`src/core/adcr_pkg.sv`:
```
// Operation
// - Index register bits 3:0 pick which data channels take local writes.
// - Second index register also picks the frame and data clock channels.
// - Global registers apply to all channels; local ones only to selected channels.
// - Clock channels take only a reduced subset of local channel settings.
// - First user pattern held globally: low byte then high byte, reset zero.
// - Second user pattern held globally as low and high byte, reset zero.
// - Stream control resets MSB first; bit 7 LSB first; bit 3 low encode rate.
// - Stream bits 1:0 set word length: 01 is 14 bits, 10 is 12 bits.
// - Stream bits 6:4 select lane and data rate arrangement.
// - Local status bit 0 powers down channel, bit 1 holds output reset.
// - Override: rate in bits 2:0, resolution bits 5:4, enable bit 6.
// - Reference bits 2:0 choose input span, default code 100 (2.0 V).
// - All writes immediate except override, which waits for transfer bit 0.
// - Override asking faster than default speed grade forces chip power-down.
package adcr_pkg;

  // Register addresses on the control port
  localparam logic [12:0] ADCR_ADDR_INDEX_LO   = 13'h0004;
  localparam logic [12:0] ADCR_ADDR_INDEX_HI   = 13'h0005;
  localparam logic [12:0] ADCR_ADDR_REF_SPAN   = 13'h0018;
  localparam logic [12:0] ADCR_ADDR_PAT1_LOW   = 13'h0019;
  localparam logic [12:0] ADCR_ADDR_PAT1_HIGH  = 13'h001a;
  localparam logic [12:0] ADCR_ADDR_PAT2_LOW   = 13'h001b;
  localparam logic [12:0] ADCR_ADDR_PAT2_HIGH  = 13'h001c;
  localparam logic [12:0] ADCR_ADDR_STREAM     = 13'h0021;
  localparam logic [12:0] ADCR_ADDR_CHAN_STAT  = 13'h0022;
  localparam logic [12:0] ADCR_ADDR_TRANSFER   = 13'h00ff;
  localparam logic [12:0] ADCR_ADDR_OVERRIDE   = 13'h0100;
  localparam logic [12:0] ADCR_ADDR_IO_PULL    = 13'h0101;
  localparam logic [12:0] ADCR_ADDR_CM_CTRL    = 13'h0102;
  localparam logic [12:0] ADCR_ADDR_SYNC       = 13'h0109;

  // Writable bit masks; open bits are zero here
  localparam logic [7:0] ADCR_MASK_INDEX_LO  = 8'h0f;
  localparam logic [7:0] ADCR_MASK_INDEX_HI  = 8'h3f;
  localparam logic [7:0] ADCR_MASK_REF_SPAN  = 8'h07;
  localparam logic [7:0] ADCR_MASK_STREAM    = 8'hfb;
  localparam logic [7:0] ADCR_MASK_CHAN_STAT = 8'h03;
  localparam logic [7:0] ADCR_MASK_OVERRIDE  = 8'h77;
  localparam logic [7:0] ADCR_MASK_IO_PULL   = 8'h01;
  localparam logic [7:0] ADCR_MASK_CM_CTRL   = 8'h08;
  localparam logic [7:0] ADCR_MASK_SYNC      = 8'h03;

  // Values after reset
  localparam logic [7:0] ADCR_RST_INDEX_LO  = 8'h0f;
  localparam logic [7:0] ADCR_RST_INDEX_HI  = 8'h3f;
  localparam logic [7:0] ADCR_RST_REF_SPAN  = 8'h04;
  localparam logic [7:0] ADCR_RST_PATTERN   = 8'h00;
  localparam logic [7:0] ADCR_RST_STREAM    = 8'h41;
  localparam logic [7:0] ADCR_RST_OVERRIDE  = 8'h00;
  localparam logic [7:0] ADCR_RST_IO        = 8'h00;

  // Field positions
  localparam int ADCR_BIT_LSB_FIRST   = 7;
  localparam int ADCR_BIT_LOW_RATE    = 3;
  localparam int ADCR_BIT_OVR_ENABLE  = 6;
  localparam int ADCR_BIT_TRANSFER    = 0;
  localparam int ADCR_BIT_CH_PDOWN    = 0;
  localparam int ADCR_BIT_CH_ORESET   = 1;
  localparam int ADCR_BIT_CM_PDOWN    = 3;

  // Sample rate codes of the override register
  localparam logic [2:0] ADCR_RATE_65 = 3'h3;

endpackage

```
`src/core/adcr_chan_slot.sv`:
```
`timescale 1ns/1ps
// Per-channel local state: power-down and output reset
module adcr_chan_slot
  import adcr_pkg::*;
#(
  parameter bit HAS_ORESET = 1'b1
)(
  // Clock and reset
  input  wire logic       clk_i,
  input  wire logic       rst_i,
  // Local write
  input  wire logic       sel_i,
  input  wire logic       we_i,
  input  wire logic [1:0] wdata_i,
  // State
  output logic      [1:0] state_o
);

  logic [1:0] state_reg;
  logic [1:0] state_next;
  logic [1:0] keep_mask;

  // Clock channels drop the output reset bit
  assign keep_mask  = HAS_ORESET ? 2'h3 : 2'h1;
  assign state_next = (sel_i && we_i) ? (wdata_i & keep_mask) : state_reg;

  // Bits reset to zero
  always_ff @(posedge clk_i or posedge rst_i)
  begin
    if (rst_i)
      state_reg <= 2'h0;
    else
      state_reg <= state_next;
  end

  assign state_o = state_reg;

endmodule

```
`src/core/adcr_regs.sv`:
```
`timescale 1ns/1ps
// Converter configuration register bank behind the serial control port
module adcr_regs
  import adcr_pkg::*;
#(
  parameter int         NUM_DATA  = 8,
  parameter logic [2:0] RATE_GRADE = ADCR_RATE_65
)(
  // Clock and reset
  input  wire logic                clk_i,
  input  wire logic                rst_i,
  // Control port from the serial framer
  input  wire logic [12:0]         addr_i,
  input  wire logic                wr_en_i,
  input  wire logic [7:0]          wdata_i,
  input  wire logic                rd_en_i,
  output logic      [7:0]          rdata_o,
  // Global analog and pattern settings
  output logic      [2:0]          ref_span_o,
  output logic      [15:0]         pattern_one_o,
  output logic      [15:0]         pattern_two_o,
  // Serial stream settings
  output logic                     lsb_first_o,
  output logic      [2:0]          lane_mode_o,
  output logic                     low_encode_rate_o,
  output logic      [1:0]          word_bits_o,
  // Per-channel controls
  output logic      [NUM_DATA-1:0] ch_powerdown_o,
  output logic      [NUM_DATA-1:0] ch_output_reset_o,
  output logic      [1:0]          clk_ch_powerdown_o,
  // Applied override settings
  output logic                     override_en_o,
  output logic      [1:0]          resolution_o,
  output logic      [2:0]          sample_rate_o,
  output logic                     chip_powerdown_o,
  // I/O and sync controls
  output logic                     sdio_pulldown_off_o,
  output logic                     common_mode_generator_pd_o,
  output logic                     sync_enable_o,
  output logic                     sync_next_only_o
);

  localparam int NUM_SLOT = NUM_DATA + 2;

  // Stored registers
  logic [7:0] index_lo_reg;
  logic [7:0] index_hi_reg;
  logic [7:0] ref_span_reg;
  logic [7:0] pat1_low_reg;
  logic [7:0] pat1_high_reg;
  logic [7:0] pat2_low_reg;
  logic [7:0] pat2_high_reg;
  logic [7:0] stream_reg;
  logic [7:0] ovr_pending_reg;
  logic [7:0] ovr_active_reg;
  logic       chip_pd_reg;
  logic [7:0] io_pull_reg;
  logic [7:0] cm_ctrl_reg;
  logic [7:0] sync_reg;
  logic [7:0] rdata_reg;

  // Address decode
  wire        hit_index_lo = (addr_i == ADCR_ADDR_INDEX_LO);
  wire        hit_index_hi = (addr_i == ADCR_ADDR_INDEX_HI);
  wire        hit_ref      = (addr_i == ADCR_ADDR_REF_SPAN);
  wire        hit_p1l      = (addr_i == ADCR_ADDR_PAT1_LOW);
  wire        hit_p1h      = (addr_i == ADCR_ADDR_PAT1_HIGH);
  wire        hit_p2l      = (addr_i == ADCR_ADDR_PAT2_LOW);
  wire        hit_p2h      = (addr_i == ADCR_ADDR_PAT2_HIGH);
  wire        hit_stream   = (addr_i == ADCR_ADDR_STREAM);
  wire        hit_chan     = (addr_i == ADCR_ADDR_CHAN_STAT);
  wire        hit_xfer     = (addr_i == ADCR_ADDR_TRANSFER);
  wire        hit_ovr      = (addr_i == ADCR_ADDR_OVERRIDE);
  wire        hit_io       = (addr_i == ADCR_ADDR_IO_PULL);
  wire        hit_cm       = (addr_i == ADCR_ADDR_CM_CTRL);
  wire        hit_sync     = (addr_i == ADCR_ADDR_SYNC);

  // Write strobes; one address per cycle, so at most one fires
  wire        wr_index_lo  = wr_en_i && hit_index_lo;
  wire        wr_index_hi  = wr_en_i && hit_index_hi;
  wire        wr_ref       = wr_en_i && hit_ref;
  wire        wr_p1l       = wr_en_i && hit_p1l;
  wire        wr_p1h       = wr_en_i && hit_p1h;
  wire        wr_p2l       = wr_en_i && hit_p2l;
  wire        wr_p2h       = wr_en_i && hit_p2h;
  wire        wr_stream    = wr_en_i && hit_stream;
  wire        wr_ovr       = wr_en_i && hit_ovr;
  wire        wr_io        = wr_en_i && hit_io;
  wire        wr_cm        = wr_en_i && hit_cm;
  wire        wr_sync      = wr_en_i && hit_sync;

  // Channel selection: data channels split over both index registers, clock pair in the upper one
  wire [NUM_SLOT-1:0] chan_sel;
  assign chan_sel[3:0]          = index_lo_reg[3:0];
  assign chan_sel[NUM_DATA-1:4] = index_hi_reg[NUM_DATA-5:0];
  assign chan_sel[NUM_SLOT-1:NUM_DATA] = index_hi_reg[5:4];

  // Transfer strobe applies the pending override; the bit itself is not stored
  wire        xfer_go     = wr_en_i && hit_xfer && wdata_i[ADCR_BIT_TRANSFER];
  // An enabled override that asks for a faster grade than the part has is refused
  wire        ovr_upgrade = ovr_pending_reg[ADCR_BIT_OVR_ENABLE]
                            && (ovr_pending_reg[2:0] > RATE_GRADE);

  // Index registers, plain write
  // Reset selects every slot, so a local write made before any index write reaches all of them
  always_ff @(posedge clk_i or posedge rst_i)
  begin
    if (rst_i)
    begin
      index_lo_reg <= ADCR_RST_INDEX_LO;
      index_hi_reg <= ADCR_RST_INDEX_HI;
    end
    else
    begin
      if (wr_index_lo)
        index_lo_reg <= wdata_i & ADCR_MASK_INDEX_LO;
      if (wr_index_hi)
        index_hi_reg <= wdata_i & ADCR_MASK_INDEX_HI;
    end
  end

  // Reference span; takes effect on the write itself
  always_ff @(posedge clk_i or posedge rst_i)
  begin
    if (rst_i)
      ref_span_reg <= ADCR_RST_REF_SPAN;
    else if (wr_ref)
      ref_span_reg <= wdata_i & ADCR_MASK_REF_SPAN;
  end

  // User patterns, global so channel selection is ignored
  always_ff @(posedge clk_i or posedge rst_i)
  begin
    if (rst_i)
    begin
      pat1_low_reg  <= ADCR_RST_PATTERN;
      pat1_high_reg <= ADCR_RST_PATTERN;
      pat2_low_reg  <= ADCR_RST_PATTERN;
      pat2_high_reg <= ADCR_RST_PATTERN;
    end
    else
    begin
      if (wr_p1l)
        pat1_low_reg <= wdata_i;
      if (wr_p1h)
        pat1_high_reg <= wdata_i;
      if (wr_p2l)
        pat2_low_reg <= wdata_i;
      if (wr_p2h)
        pat2_high_reg <= wdata_i;
    end
  end

  // Stream control; bit 2 is open and stays zero
  always_ff @(posedge clk_i or posedge rst_i)
  begin
    if (rst_i)
      stream_reg <= ADCR_RST_STREAM;
    else if (wr_stream)
      stream_reg <= wdata_i & ADCR_MASK_STREAM;
  end

  // Override: pending copy written directly, active copy only on transfer
  wire        xfer_apply  = xfer_go && !ovr_upgrade;

  always_ff @(posedge clk_i or posedge rst_i)
  begin
    if (rst_i)
      ovr_pending_reg <= ADCR_RST_OVERRIDE;
    else if (wr_ovr)
      ovr_pending_reg <= wdata_i & ADCR_MASK_OVERRIDE;
  end

  // A refused transfer leaves the last applied setting running
  always_ff @(posedge clk_i or posedge rst_i)
  begin
    if (rst_i)
      ovr_active_reg <= ADCR_RST_OVERRIDE;
    else if (xfer_apply)
      ovr_active_reg <= ovr_pending_reg;
  end

  // Chip power-down follows the verdict of the latest transfer; a legal one releases it
  always_ff @(posedge clk_i or posedge rst_i)
  begin
    if (rst_i)
      chip_pd_reg <= 1'b0;
    else if (xfer_go)
      chip_pd_reg <= ovr_upgrade;
  end

  // I/O control and sync registers
  always_ff @(posedge clk_i or posedge rst_i)
  begin
    if (rst_i)
    begin
      io_pull_reg <= ADCR_RST_IO;
      cm_ctrl_reg <= ADCR_RST_IO;
      sync_reg    <= ADCR_RST_IO;
    end
    else
    begin
      if (wr_io)
        io_pull_reg <= wdata_i & ADCR_MASK_IO_PULL;
      if (wr_cm)
        cm_ctrl_reg <= wdata_i & ADCR_MASK_CM_CTRL;
      if (wr_sync)
        sync_reg <= wdata_i & ADCR_MASK_SYNC;
    end
  end

  // Per-channel slots; the last two are the data and frame clock drivers
  wire [1:0] slot_state [NUM_SLOT];
  wire       chan_we = wr_en_i && hit_chan;

  // Clock slots are built without the output reset bit
  genvar g;
  generate
    for (g = 0; g < NUM_SLOT; g++)
    begin : g_slot
      adcr_chan_slot #(
        .HAS_ORESET (g < NUM_DATA)
      ) u_slot (
        .clk_i   (clk_i),
        .rst_i   (rst_i),
        .sel_i   (chan_sel[g]),
        .we_i    (chan_we),
        .wdata_i (wdata_i[1:0]),
        .state_o (slot_state[g])
      );
      if (g < NUM_DATA)
      begin : g_data
        assign ch_powerdown_o[g]    = slot_state[g][ADCR_BIT_CH_PDOWN];
        assign ch_output_reset_o[g] = slot_state[g][ADCR_BIT_CH_ORESET];
      end
      else
      begin : g_clk
        assign clk_ch_powerdown_o[g-NUM_DATA] = slot_state[g][ADCR_BIT_CH_PDOWN];
      end
    end
  endgenerate

  // Local readback shows the lowest selected channel; none selected reads zero
  logic [1:0] chan_rd;
  always_comb
  begin
    chan_rd = 2'h0;
    for (int i = NUM_SLOT - 1; i >= 0; i--)
    begin
      if (chan_sel[i])
        chan_rd = slot_state[i];
    end
  end

  // Read multiplexer; unmapped addresses and the transfer register read zero
  wire [7:0] rd_mux =
      hit_index_lo ? index_lo_reg :
      hit_index_hi ? index_hi_reg :
      hit_ref      ? ref_span_reg :
      hit_p1l      ? pat1_low_reg :
      hit_p1h      ? pat1_high_reg :
      hit_p2l      ? pat2_low_reg :
      hit_p2h      ? pat2_high_reg :
      hit_stream   ? stream_reg :
      hit_chan     ? {6'h00, chan_rd} :
      hit_ovr      ? ovr_pending_reg :
      hit_io       ? io_pull_reg :
      hit_cm       ? cm_ctrl_reg :
      hit_sync     ? sync_reg : 8'h00;

  // Read data registered, valid the cycle after rd_en_i
  always_ff @(posedge clk_i or posedge rst_i)
  begin
    if (rst_i)
      rdata_reg <= 8'h00;
    else if (rd_en_i)
      rdata_reg <= rd_mux;
  end

  // Outputs straight from the stored registers
  assign rdata_o                    = rdata_reg;
  assign ref_span_o                 = ref_span_reg[2:0];
  assign pattern_one_o              = {pat1_high_reg, pat1_low_reg};
  assign pattern_two_o              = {pat2_high_reg, pat2_low_reg};

  // Stream control fields
  assign lsb_first_o                = stream_reg[ADCR_BIT_LSB_FIRST];
  assign lane_mode_o                = stream_reg[6:4];
  assign low_encode_rate_o          = stream_reg[ADCR_BIT_LOW_RATE];
  assign word_bits_o                = stream_reg[1:0];

  // Applied override and its power-down verdict
  assign override_en_o              = ovr_active_reg[ADCR_BIT_OVR_ENABLE];
  assign resolution_o               = ovr_active_reg[5:4];
  assign sample_rate_o              = ovr_active_reg[2:0];
  assign chip_powerdown_o           = chip_pd_reg;

  // I/O and sync controls; open bits never reach a pin
  assign sdio_pulldown_off_o        = io_pull_reg[0];
  assign common_mode_generator_pd_o = cm_ctrl_reg[ADCR_BIT_CM_PDOWN];
  assign sync_enable_o              = sync_reg[0];
  assign sync_next_only_o           = sync_reg[1];

endmodule

```
`config.mk`:
```
export PLATFORM = sky130hd
export DESIGN_NAME = adcr_regs
export DESIGN_NICKNAME = d
export VERILOG_FILES = /design/src/core/adcr_pkg.sv /design/src/core/adcr_chan_slot.sv /design/src/core/adcr_regs.sv
export SDC_FILE = /design/constraint.sdc
export NUM_CORES = 1
export LEC_CHECK = 0
export BUFFER_PORTS_ARGS = -buffer_cell sky130_fd_sc_hd__buf_2
export CORE_MARGIN = 2
export CORE_UTILIZATION = 55
export DETAILED_ROUTE_END_ITERATION = 16
export PLACE_DENSITY = 0.8
export SYNTH_ARGS = -nofsm -noshare
export SYNTH_HDL_FRONTEND = slang
export SYNTH_HIERARCHICAL = 1
export SYNTH_SLANG_ARGS = --single-unit
export TNS_END_PERCENT = 1
```
`constraint.sdc`:
```
create_clock -name clk_i -period 3 [get_ports clk_i]
set_input_delay 0.45 -clock clk_i [delete_from_list [all_inputs] [get_ports clk_i]]
set_output_delay 0.45 -clock clk_i [all_outputs]
set_load 0.01 [all_outputs]
```
After elaboration in Yosys (flattened, before gate mapping). Cells that the tools add are included.

$add $sub $neg: 0. Multiply operators: 0. Div/mod/pow operators: 0. Magnitude comparators: 1. Equal/unequal tests: 14. Shift-type cells: 0. Muxes and demuxes: 23. Bitwise operators: 0. Reductions and logical operators: 28.

Operator list (count): $eq 13x5->1 const B (5); $mux 8 (8); $eq 13x9->1 const B (4); $logic_and 1x1->1 (27); $eq 13x3->1 const B (2); $eq 13x6->1 const B (2); $mux 2 (10); $mux 7 (2); $eq 13x8->1 const B (1); $mux 4 (2); $gt 3x2->1 const B (1); $logic_not 1->1 (1); $mux 1 (1).

Register bits: 95. Latch bits: 0. Bits in writable memories: 0. Memory bits (read-only): 0. Bits of input ports: 25. Logic and storage cells: 91. Memories kept: 0.

Depth between registers and ports, before layout. Gate-level depths: netlist (run 1).

Word-level depth: 19. Depth in mapped cells: 8.

Hierarchy. The synthesis (run 1) kept the hierarchy.

By module, submodules not included: adcr_regs (times used 1, cells an instance 374, area an instance 4077.7 um2); adcr_chan_slot (g_slot[0].u_slot ...) (times used 8, cells an instance 6, area an instance 80.1 um2); adcr_chan_slot (g_slot[8].u_slot ...) (times used 2, cells an instance 6, area an instance 58.8 um2).

Worst setup path before layout (run 1). No wires, ideal clock.

Kind: in2reg. Start point: input addr_i[11]. End point: register pat2_high_reg[0]. Setup time: 0.125 ns. Data arrival time: 2.072 ns. Required time: 2.875 ns. Slack: 0.803 ns. Cell stages on the path: 6. Buffers on the path: 1. Cell sequence: or4_4 -> buf_6 -> nor4_4 -> and3_4 -> nand2_4 -> mux2_2.

Cells in the longest elaborated chain, start to end: 2.

Ends and longest elaborated chain: start, declared (RTL line adcr_regs.sv:13) `input wire logic [12:0] addr_i,`; $eq 13x5->1 (RTL line adcr_regs.sv:69) `wire hit_p2h = (addr_i == ADCR_ADDR_PAT2_HIGH);`; $logic_and 1x1->1 (RTL line adcr_regs.sv:85) `wire wr_p2h = wr_en_i && hit_p2h;`; end signal, assigned (RTL line adcr_regs.sv:150) `pat2_high_reg <= wdata_i;`; end, declared (RTL line adcr_regs.sv:52) `logic [7:0] pat2_high_reg;`.

No other way between the ends. A chain may end at the register's enable or synchronous reset.

Final worst setup path (run 1).
Start point: input addr_i[11]. End point: register rdata_reg[1], in the netlist rdata_o[1].

Cells in the longest elaborated chain, start to end: 14. Elaborated cells on any way between the ends: 26. Classes of those cells: eq/ne: 13; mux: 13.

Ends and longest elaborated chain: $eq 13x9->1 (RTL line adcr_regs.sv:76) `wire hit_sync = (addr_i == ADCR_ADDR_SYNC);`; $mux 2 (RTL line adcr_regs.sv:269) `hit_sync ? sync_reg : 8'h00;`; $mux 4 (RTL line adcr_regs.sv:268) `hit_cm ? cm_ctrl_reg :`; $mux 4 (RTL line adcr_regs.sv:267) `hit_io ? io_pull_reg :`; $mux 7 (RTL line adcr_regs.sv:266) `hit_ovr ? ovr_pending_reg :`; $mux 7 (RTL line adcr_regs.sv:265) `hit_chan ? {6'h00, chan_rd} :`; $mux 8 (RTL line adcr_regs.sv:264) `hit_stream ? stream_reg :`; $mux 8 (RTL line adcr_regs.sv:263) `hit_p2h ? pat2_high_reg :`; $mux 8 (RTL line adcr_regs.sv:262) `hit_p2l ? pat2_low_reg :`; $mux 8 (RTL line adcr_regs.sv:261) `hit_p1h ? pat1_high_reg :`; $mux 8 (RTL line adcr_regs.sv:260) `hit_p1l ? pat1_low_reg :`; $mux 8 (RTL line adcr_regs.sv:259) `hit_ref ? ref_span_reg :`; $mux 8 (RTL line adcr_regs.sv:258) `hit_index_hi ? index_hi_reg :`; $mux 8 (*) (RTL line adcr_regs.sv:257) `hit_index_lo ? index_lo_reg :`; end signal, assigned (RTL line adcr_regs.sv:277) `rdata_reg <= rd_mux;`; end, declared (RTL line adcr_regs.sv:60) `logic [7:0] rdata_reg;`.

Every way passes the cells marked *; elsewhere a longest branch is shown, timed or not.

==> impl_metrics.yaml, run 1 <==
layout:
  area_growth_pct: 17.2
  post-route-util: 0.656
  drive_gt1_frac: 0.443
  antennaDiodeCount: 0
  fin_nets: 560
  largest_reg_flops: 18
  final_area_mm2: 0.00567
pwr:
  p_leak_uw: 0.00291
  vdd_drop_max_mv: 0.300
  cellPowerDensity_mw_per_mm2: 413
clocking:
  ctsHoldBuffers: 0
  clockRootBuffer: "clkbuf_8"
  clock_path_buffers: 2
  clk_latency_ns: 0.37
  path_clk_slew_ns: 0.10
  numCtsBuffers: 9
  postCtsSetupBuffers: 0
  clock-sinks: 95
  cts_tree: "built"
  cts_resized: 0
  h-tree-depth: 3
logic_synthesis:
  synth_edf_count: 0
  netlist_area_mm2: 0.00484
  avgSynthCellArea_um2: 11.1
  yosys-top-cells-area: "dfrtp_1, mux2_2, dfstp_2, nand2_1, a21oi_1"
  syn_nets: 459
  synth_ff_type: "dfrtp_1"
  yosys.area.top_type: "dfrtp_1"
  synth_most_common_cell: "mux2_2"
  synth_top_area_share: 0.424
  synth_commonest_cells: "mux2_2, dfrtp_1, nand2_1"
  syn_inst: 434
  async_reset_ff_frac: 1.00
  ys_warn_count: 6
  ys_ff_latch: 95
  yosysSeqAreaShare: 0.495
  synth.distinct_cells: 63
die:
  die_width_um: 97.8
  dieArea_mm2: 0.00956
  core_mm2: 0.00864
  die_h_um: 97.8
  initial_utilization: 0.560
  ioPinCount: 104
  row_count: 34
setup_path:
  cp_max_fo: 9
  crit_path_start_kind: "primary input"
  crit_path_end_kind: "flip-flop"
  critPathMaxStageDelay_ns: 0.62
  arrival_ns: 2.44
  worstPathCellList: "buf_2 > or4_4 > nor3b_4 > and4_1 > nand2_1 > a41o_1 > a31oi_1"
  critPathKind: "primary input to flip-flop"
  cp.required_ns: 3.30
  slowest_stage: "or4_4"
placed_design:
  globalplace.congestion: 0.970
  dp_hpwl_mm: 9.66
  io_buffers: 103
  place_area_mm2: 0.00546
sta:
  fmax_mhz: 467
  skew_ns: 0.0103
  rsz0062_at_grt: "no"
  worst_hold_slack_ns: 0.0114
  post-route-period-util: 0.714
  final_max_slew_viol_count: 0
  timing.setup.tns_ns: 0
  finalSetupViolCount: 0
  max_slew_margin: 0.472
  fin_crit_ns: 2.14
  worst_slew_pin_slew_ns: 0.790
  hold_violations: 0
route:
  wl_per_cell_um: 20.6
  wl_mm: 13.3
  drt_pass1_iterations: 4
  drtIter0Drc: 288
  via_per_inst: 6.25
  drcViolationCount: 0
  ant_nets: 0
  vias: 4052
grt:
  overflow: 0
  antenna_found_initial: 0
  grt_pass1_wl_mm: 21.2
  grt_util_all_layers: 0.282
  grt_pass1_vias: 4014
  grt_max_degree: 43
hold_path:
  hold_path_class: "primary input to asynchronous set/reset pin"
run_status:
  status: "finished clean"
run:
  drv_cap: 0
-- power by group --
part | leakage (uW) | switching, uW | internal (uW) | total (uW)
logic | 0.00153 | 116 | 41.8 | 158
clock network | 0.0000988 | 457 | 433 | 890
registers | 0.00127 | 5.28 | 1290 | 1290
-- metrics by stage --
stage / worst slack [ns] / std cells / power (uW)
after floorplan: 0.605 / 434 / 1400
after global placement: 0.542 / 632 / 1470
after detailed placement: 0.506 / 632 / 1470
after CTS: 0.892 / 648 / 2350
after global routing: 0.721 / 648 / 2420
final: 0.858 / 648 / 2340
-- critical path, delay by kind of cell --
| kind | cells | cell delay, ns |
|---|---|---|
| compound gates | 2 | 0.44 |
| buf+inv | 1 | 0.11 |
| simple gates | 4 | 1.45 |
-- layout make-up --
type / count / area, um2
tap: 108 / 135
multi-input combinational: 298 / 2260
inverter: 18 / 67.6
timing repair buffer: 113 / 603
clock inverter: 4 / 53.8
fill: 711 / 2970
clock buffer: 12 / 155
sequential: 95 / 2390
-- worst paths after layout --
check                           depth (start not counted)                     endpoint  slack, ns        startpoint
worst max-delay path                                    7                   rdata_o[1]       0.86        addr_i[11]
worst min-delay path                                    2  g_slot[8].u_slot/state_o[0]       0.01             rst_i
worst max register to register                          6                   rdata_o[1]       0.90   index_hi_reg[3]
worst min register to register                          1             chip_powerdown_o       0.50  chip_powerdown_o
max in group asynchronous                               3              ref_span_reg[2]       1.92             rst_i
min in group clk_i                                      2             pat2_high_reg[7]       0.40        wdata_i[7]
-- layer usage --
metal / up-vias / part of all wire / wire length [um] / GRT usage
met5: - / 0 / 0 / 0
met4: 0 / 0.025 / 327 / 0.103
met3: 32 / 0.073 / 977 / 0.0379
met2: 202 / 0.48 / 6360 / 0.454
met1: 2028 / 0.43 / 5670 / 0.397
li1: 1790 / - / - / -
-- kinds of logic (layout without fill, tap and decap cells) --
group | count (synthesis) | count (layout) | share of synthesized area
AO/OA/AOI/OAI | 78 | 78 | 0.111
buffers and inverters | 41 | 147 | 0.0378
flip-flops | 95 | 95 | 0.495
multiplexers | 90 | 90 | 0.210
other | 2 | 2 | 0.00155
AND/OR/NAND/NOR | 128 | 128 | 0.144
-- cells in the final DEF (no fill, tap or decap), types with 3 or more instances in the layout --
master / synthesis / final
a22o_1: 3 / 3
nand2_1: 41 / 41
a22oi_1: 6 / 6
a2111oi_0: 3 / 3
o22ai_1: 3 / 3
dfrtp_1: 82 / 82
inv_1: 18 / 17
nand4_1: 5 / 5
o31ai_1: 3 / 3
clkbuf_8: 0 / 11
nand3_1: 6 / 6
dfstp_2: 13 / 13
nor4_1: 3 / 3
nand3b_1: 4 / 4
and3_1: 8 / 8
buf_4: 5 / 9
a21oi_1: 23 / 23
mux2_2: 85 / 85
buf_2: 2 / 103
o21ai_0: 10 / 10
mux2i_1: 3 / 3
a211oi_1: 3 / 3
nor2b_1: 8 / 8
nor2_1: 23 / 23
nor3_1: 9 / 9
Note: power is estimated with default switching activity, not from simulation.
==> run 2: changes to the inputs <==
Settings changed: ABC_AREA set to 1.
Clock period 3 ns to 2.2 ns, I/O delays scaled along.
==> impl_metrics.yaml, run 2 <==
die:
  core_mm2: 0.00864
  die_h_um: 97.7
  dieArea_mm2: 0.00955
  ioPinCount: 104
  initial_utilization: 0.559
  row_count: 34
  die_width_um: 97.7
clocking:
  path_clk_slew_ns: 0.09
  numCtsBuffers: 9
  cts_resized: 0
  clock_path_buffers: 2
  clockRootBuffer: "clkbuf_8"
  postCtsSetupBuffers: 0
  clk_latency_ns: 0.37
  clock-sinks: 95
  cts_tree: "built"
  h-tree-depth: 3
setup_path:
  rr_endpoint: "rdata_o[0]"
  arrival_ns: 2.25
  reg2reg_from: "index_hi_reg[3]"
  critPathMaxStageDelay_ns: 0.54
  cp_common_cell: "nand2_1"
  critPathKind: "flip-flop to flip-flop"
  worstPathCellList: "inv_1 > or2_2 > nand3_1 > nand2_1 > nand2_1 > nand3_1 > nand2_1 > nand2_1 > nand2_1 > nand2_1 > nand2_1 > nand2_1 > nand2_1 > nand2_1 > nand2_1 > nand2_1 > nand2_1 > nand2_1 > nand2_1 > nand2_1"
  r2r_slack_ns: 0.21
  path_buf_inv: 1
  crit_path_end_kind: "flip-flop"
  slowest_stage: "dfstp_2"
  cp_max_fo: 2
  cp_num_cells: 20
  crit_path_start_kind: "flip-flop"
  cp.required_ns: 2.46
  reg2reg_depth: 20
  crit_family: "simple AND/OR/NAND/NOR gates"
layout:
  antennaDiodeCount: 0
  layout_common_cells: "nand2_1, buf_2, dfrtp_1"
  largest_reg_flops: 18
  final_common_cell: "nand2_1"
  fill_cells: 732
  drive_gt1_frac: 0.232
  area_growth_pct: 17.4
  final_cell_count_no_fill: 831
  fin_nets: 743
logic_synthesis:
  synth.distinct_cells: 39
  yosysSeqAreaShare: 0.496
  ys_warn_count: 6
  async_reset_ff_frac: 1.00
  synth_most_common_cell: "nand2_1"
  synth_commonest_cells: "nand2_1, dfrtp_1, o21ai_0"
  synth_ff_type: "dfrtp_1"
  yosys-top-cells-area: "dfrtp_1, nand2_1, dfstp_2, o21ai_0, inv_1"
  synth_top_area_share: 0.425
  yosys.area.top_type: "dfrtp_1"
  syn_nets: 636
  avgSynthCellArea_um2: 7.90
  ys_ff_latch: 95
  netlist_area_mm2: 0.00483
  syn_inst: 611
  synth_edf_count: 0
sta:
  skew_ns: 0.00965
  fin_crit_ns: 1.99
  fmax_mhz: 503
  post-route-period-util: 0.904
  timing.setup.tns_ns: 0
  worst_slew_pin_slew_ns: 0.527
  finalSetupViolCount: 0
  max_slew_margin: 0.646
  rsz0062_at_grt: "no"
  final_max_slew_viol_count: 0
  hold_violations: 0
placed_design:
  place_inst: 814
  dp_hpwl_mm: 9.90
  io_buffers: 103
  globalplace.congestion: 1.03
run_status:
  status: "finished clean"
route:
  vias: 4574
  drcViolationCount: 0
  via_per_inst: 5.50
  wl_per_cell_um: 15.8
  ant_nets: 0
  drtIter0Drc: 290
  wl_mm: 13.1
  drt_pass1_iterations: 5
grt:
  grt_util_all_layers: 0.286
  grt_pass1_vias: 4380
  grt_pass1_wl_mm: 21.7
  antenna_found_initial: 0
  grt_max_degree: 58
  overflow: 0
pwr:
  vdd_drop_max_mv: 0.275
  p_leak_uw: 0.00301
  cellPowerDensity_mw_per_mm2: 533
hold_path:
  holdPathEnd: "cm_ctrl_reg[3]"
  hp-start: "wdata_i[3]"
  hold_path_class: "primary input to flip-flop"
  holdPathStages: 3
run:
  drv_cap: 0
[run 2: cell count changes after synthesis, sizes merged, moves of 5 or more]
cell,change
a22oi,-6
and3,-9
buf,-5
clkbuf,-5
inv,+48
mux2,-86
nand2,+172
nand3,+30
nor2,+20
nor2b,-8
o21ai,+62
[run 2: logic make-up after synthesis]
kind of cell    synth area share
buf+inv                   0.0681
flops                      0.496
other cells              0.00155
mux                      0.00233
compound gates             0.120
simple gates               0.312
[run 2: worst max-delay path by stage]
stage	from	endpoint	slack, ns
3_3_place_gp	addr_i[9]	rdata_o[6]	0.13
3_5_place_dp	addr_i[11]	rdata_o[6]	0.06
6_report	index_hi_reg[3]	rdata_o[0]	0.21
5_1_grt	index_hi_reg[3]	rdata_o[0]	0.002
2_1_floorplan	addr_i[9]	g_slot[0].u_slot/state_o[0]	-0.05
4_1_cts	index_hi_reg[3]	rdata_o[0]	0.22
[run 2: metal layers]
metal | wire, um | global-route usage
met1 | 5670 | 0.400
met2 | 6350 | 0.456
met3 | 962 | 0.0633
met4 | 150 | 0.0801
met5 | 0 | 0
[run 2: area by class of cell]
type / count / area, um2 / share of cell area
Tap cell: 108 / 135 / 0.0238
Multi-Input combinational cell: 435 / 2110 / 0.372
Clock buffer: 12 / 155 / 0.0274
Sequential cell: 95 / 2390 / 0.422
Clock inverter: 4 / 28.8 / 0.00508
Inverter: 68 / 260 / 0.0459
Timing Repair Buffer: 109 / 588 / 0.104
[run 2: per-stage QoR]
stage / hold WS (ns) / util / setup WS, ns / total power, uW / cell area [um2]
detailed placement: 0.310 / 0.634 / 0.0646 / 1960 / 5470
global route: 0.248 / 0.656 / 0.00242 / 3140 / 5670
global placement: 0.302 / 0.634 / 0.128 / 1960 / 5470
finish: 0.236 / 0.656 / 0.211 / 3020 / 5670
CTS: 0.235 / 0.656 / 0.215 / 3040 / 5670
floorplan: 0.0587 / - / -0.0485 / 1880 / 4830
[run 2: power breakdown]
group	internal, uW	total, uW	switching (uW)
Combinational	40.7	178	137
Sequential	1750	1750	3.12
Clock	476	1090	614
[run 2: what timing repair did]
item,in CTS,in global routing
hold buffers,1,0
endpoints found under the hold margin,18,0
setup endpoints to repair,0,0
[run 2: tightest hold or removal path, stage by stage]
cell,delay [ns]
buf_2,0.08
nor2_1,0.04
a21oi_1,0.10
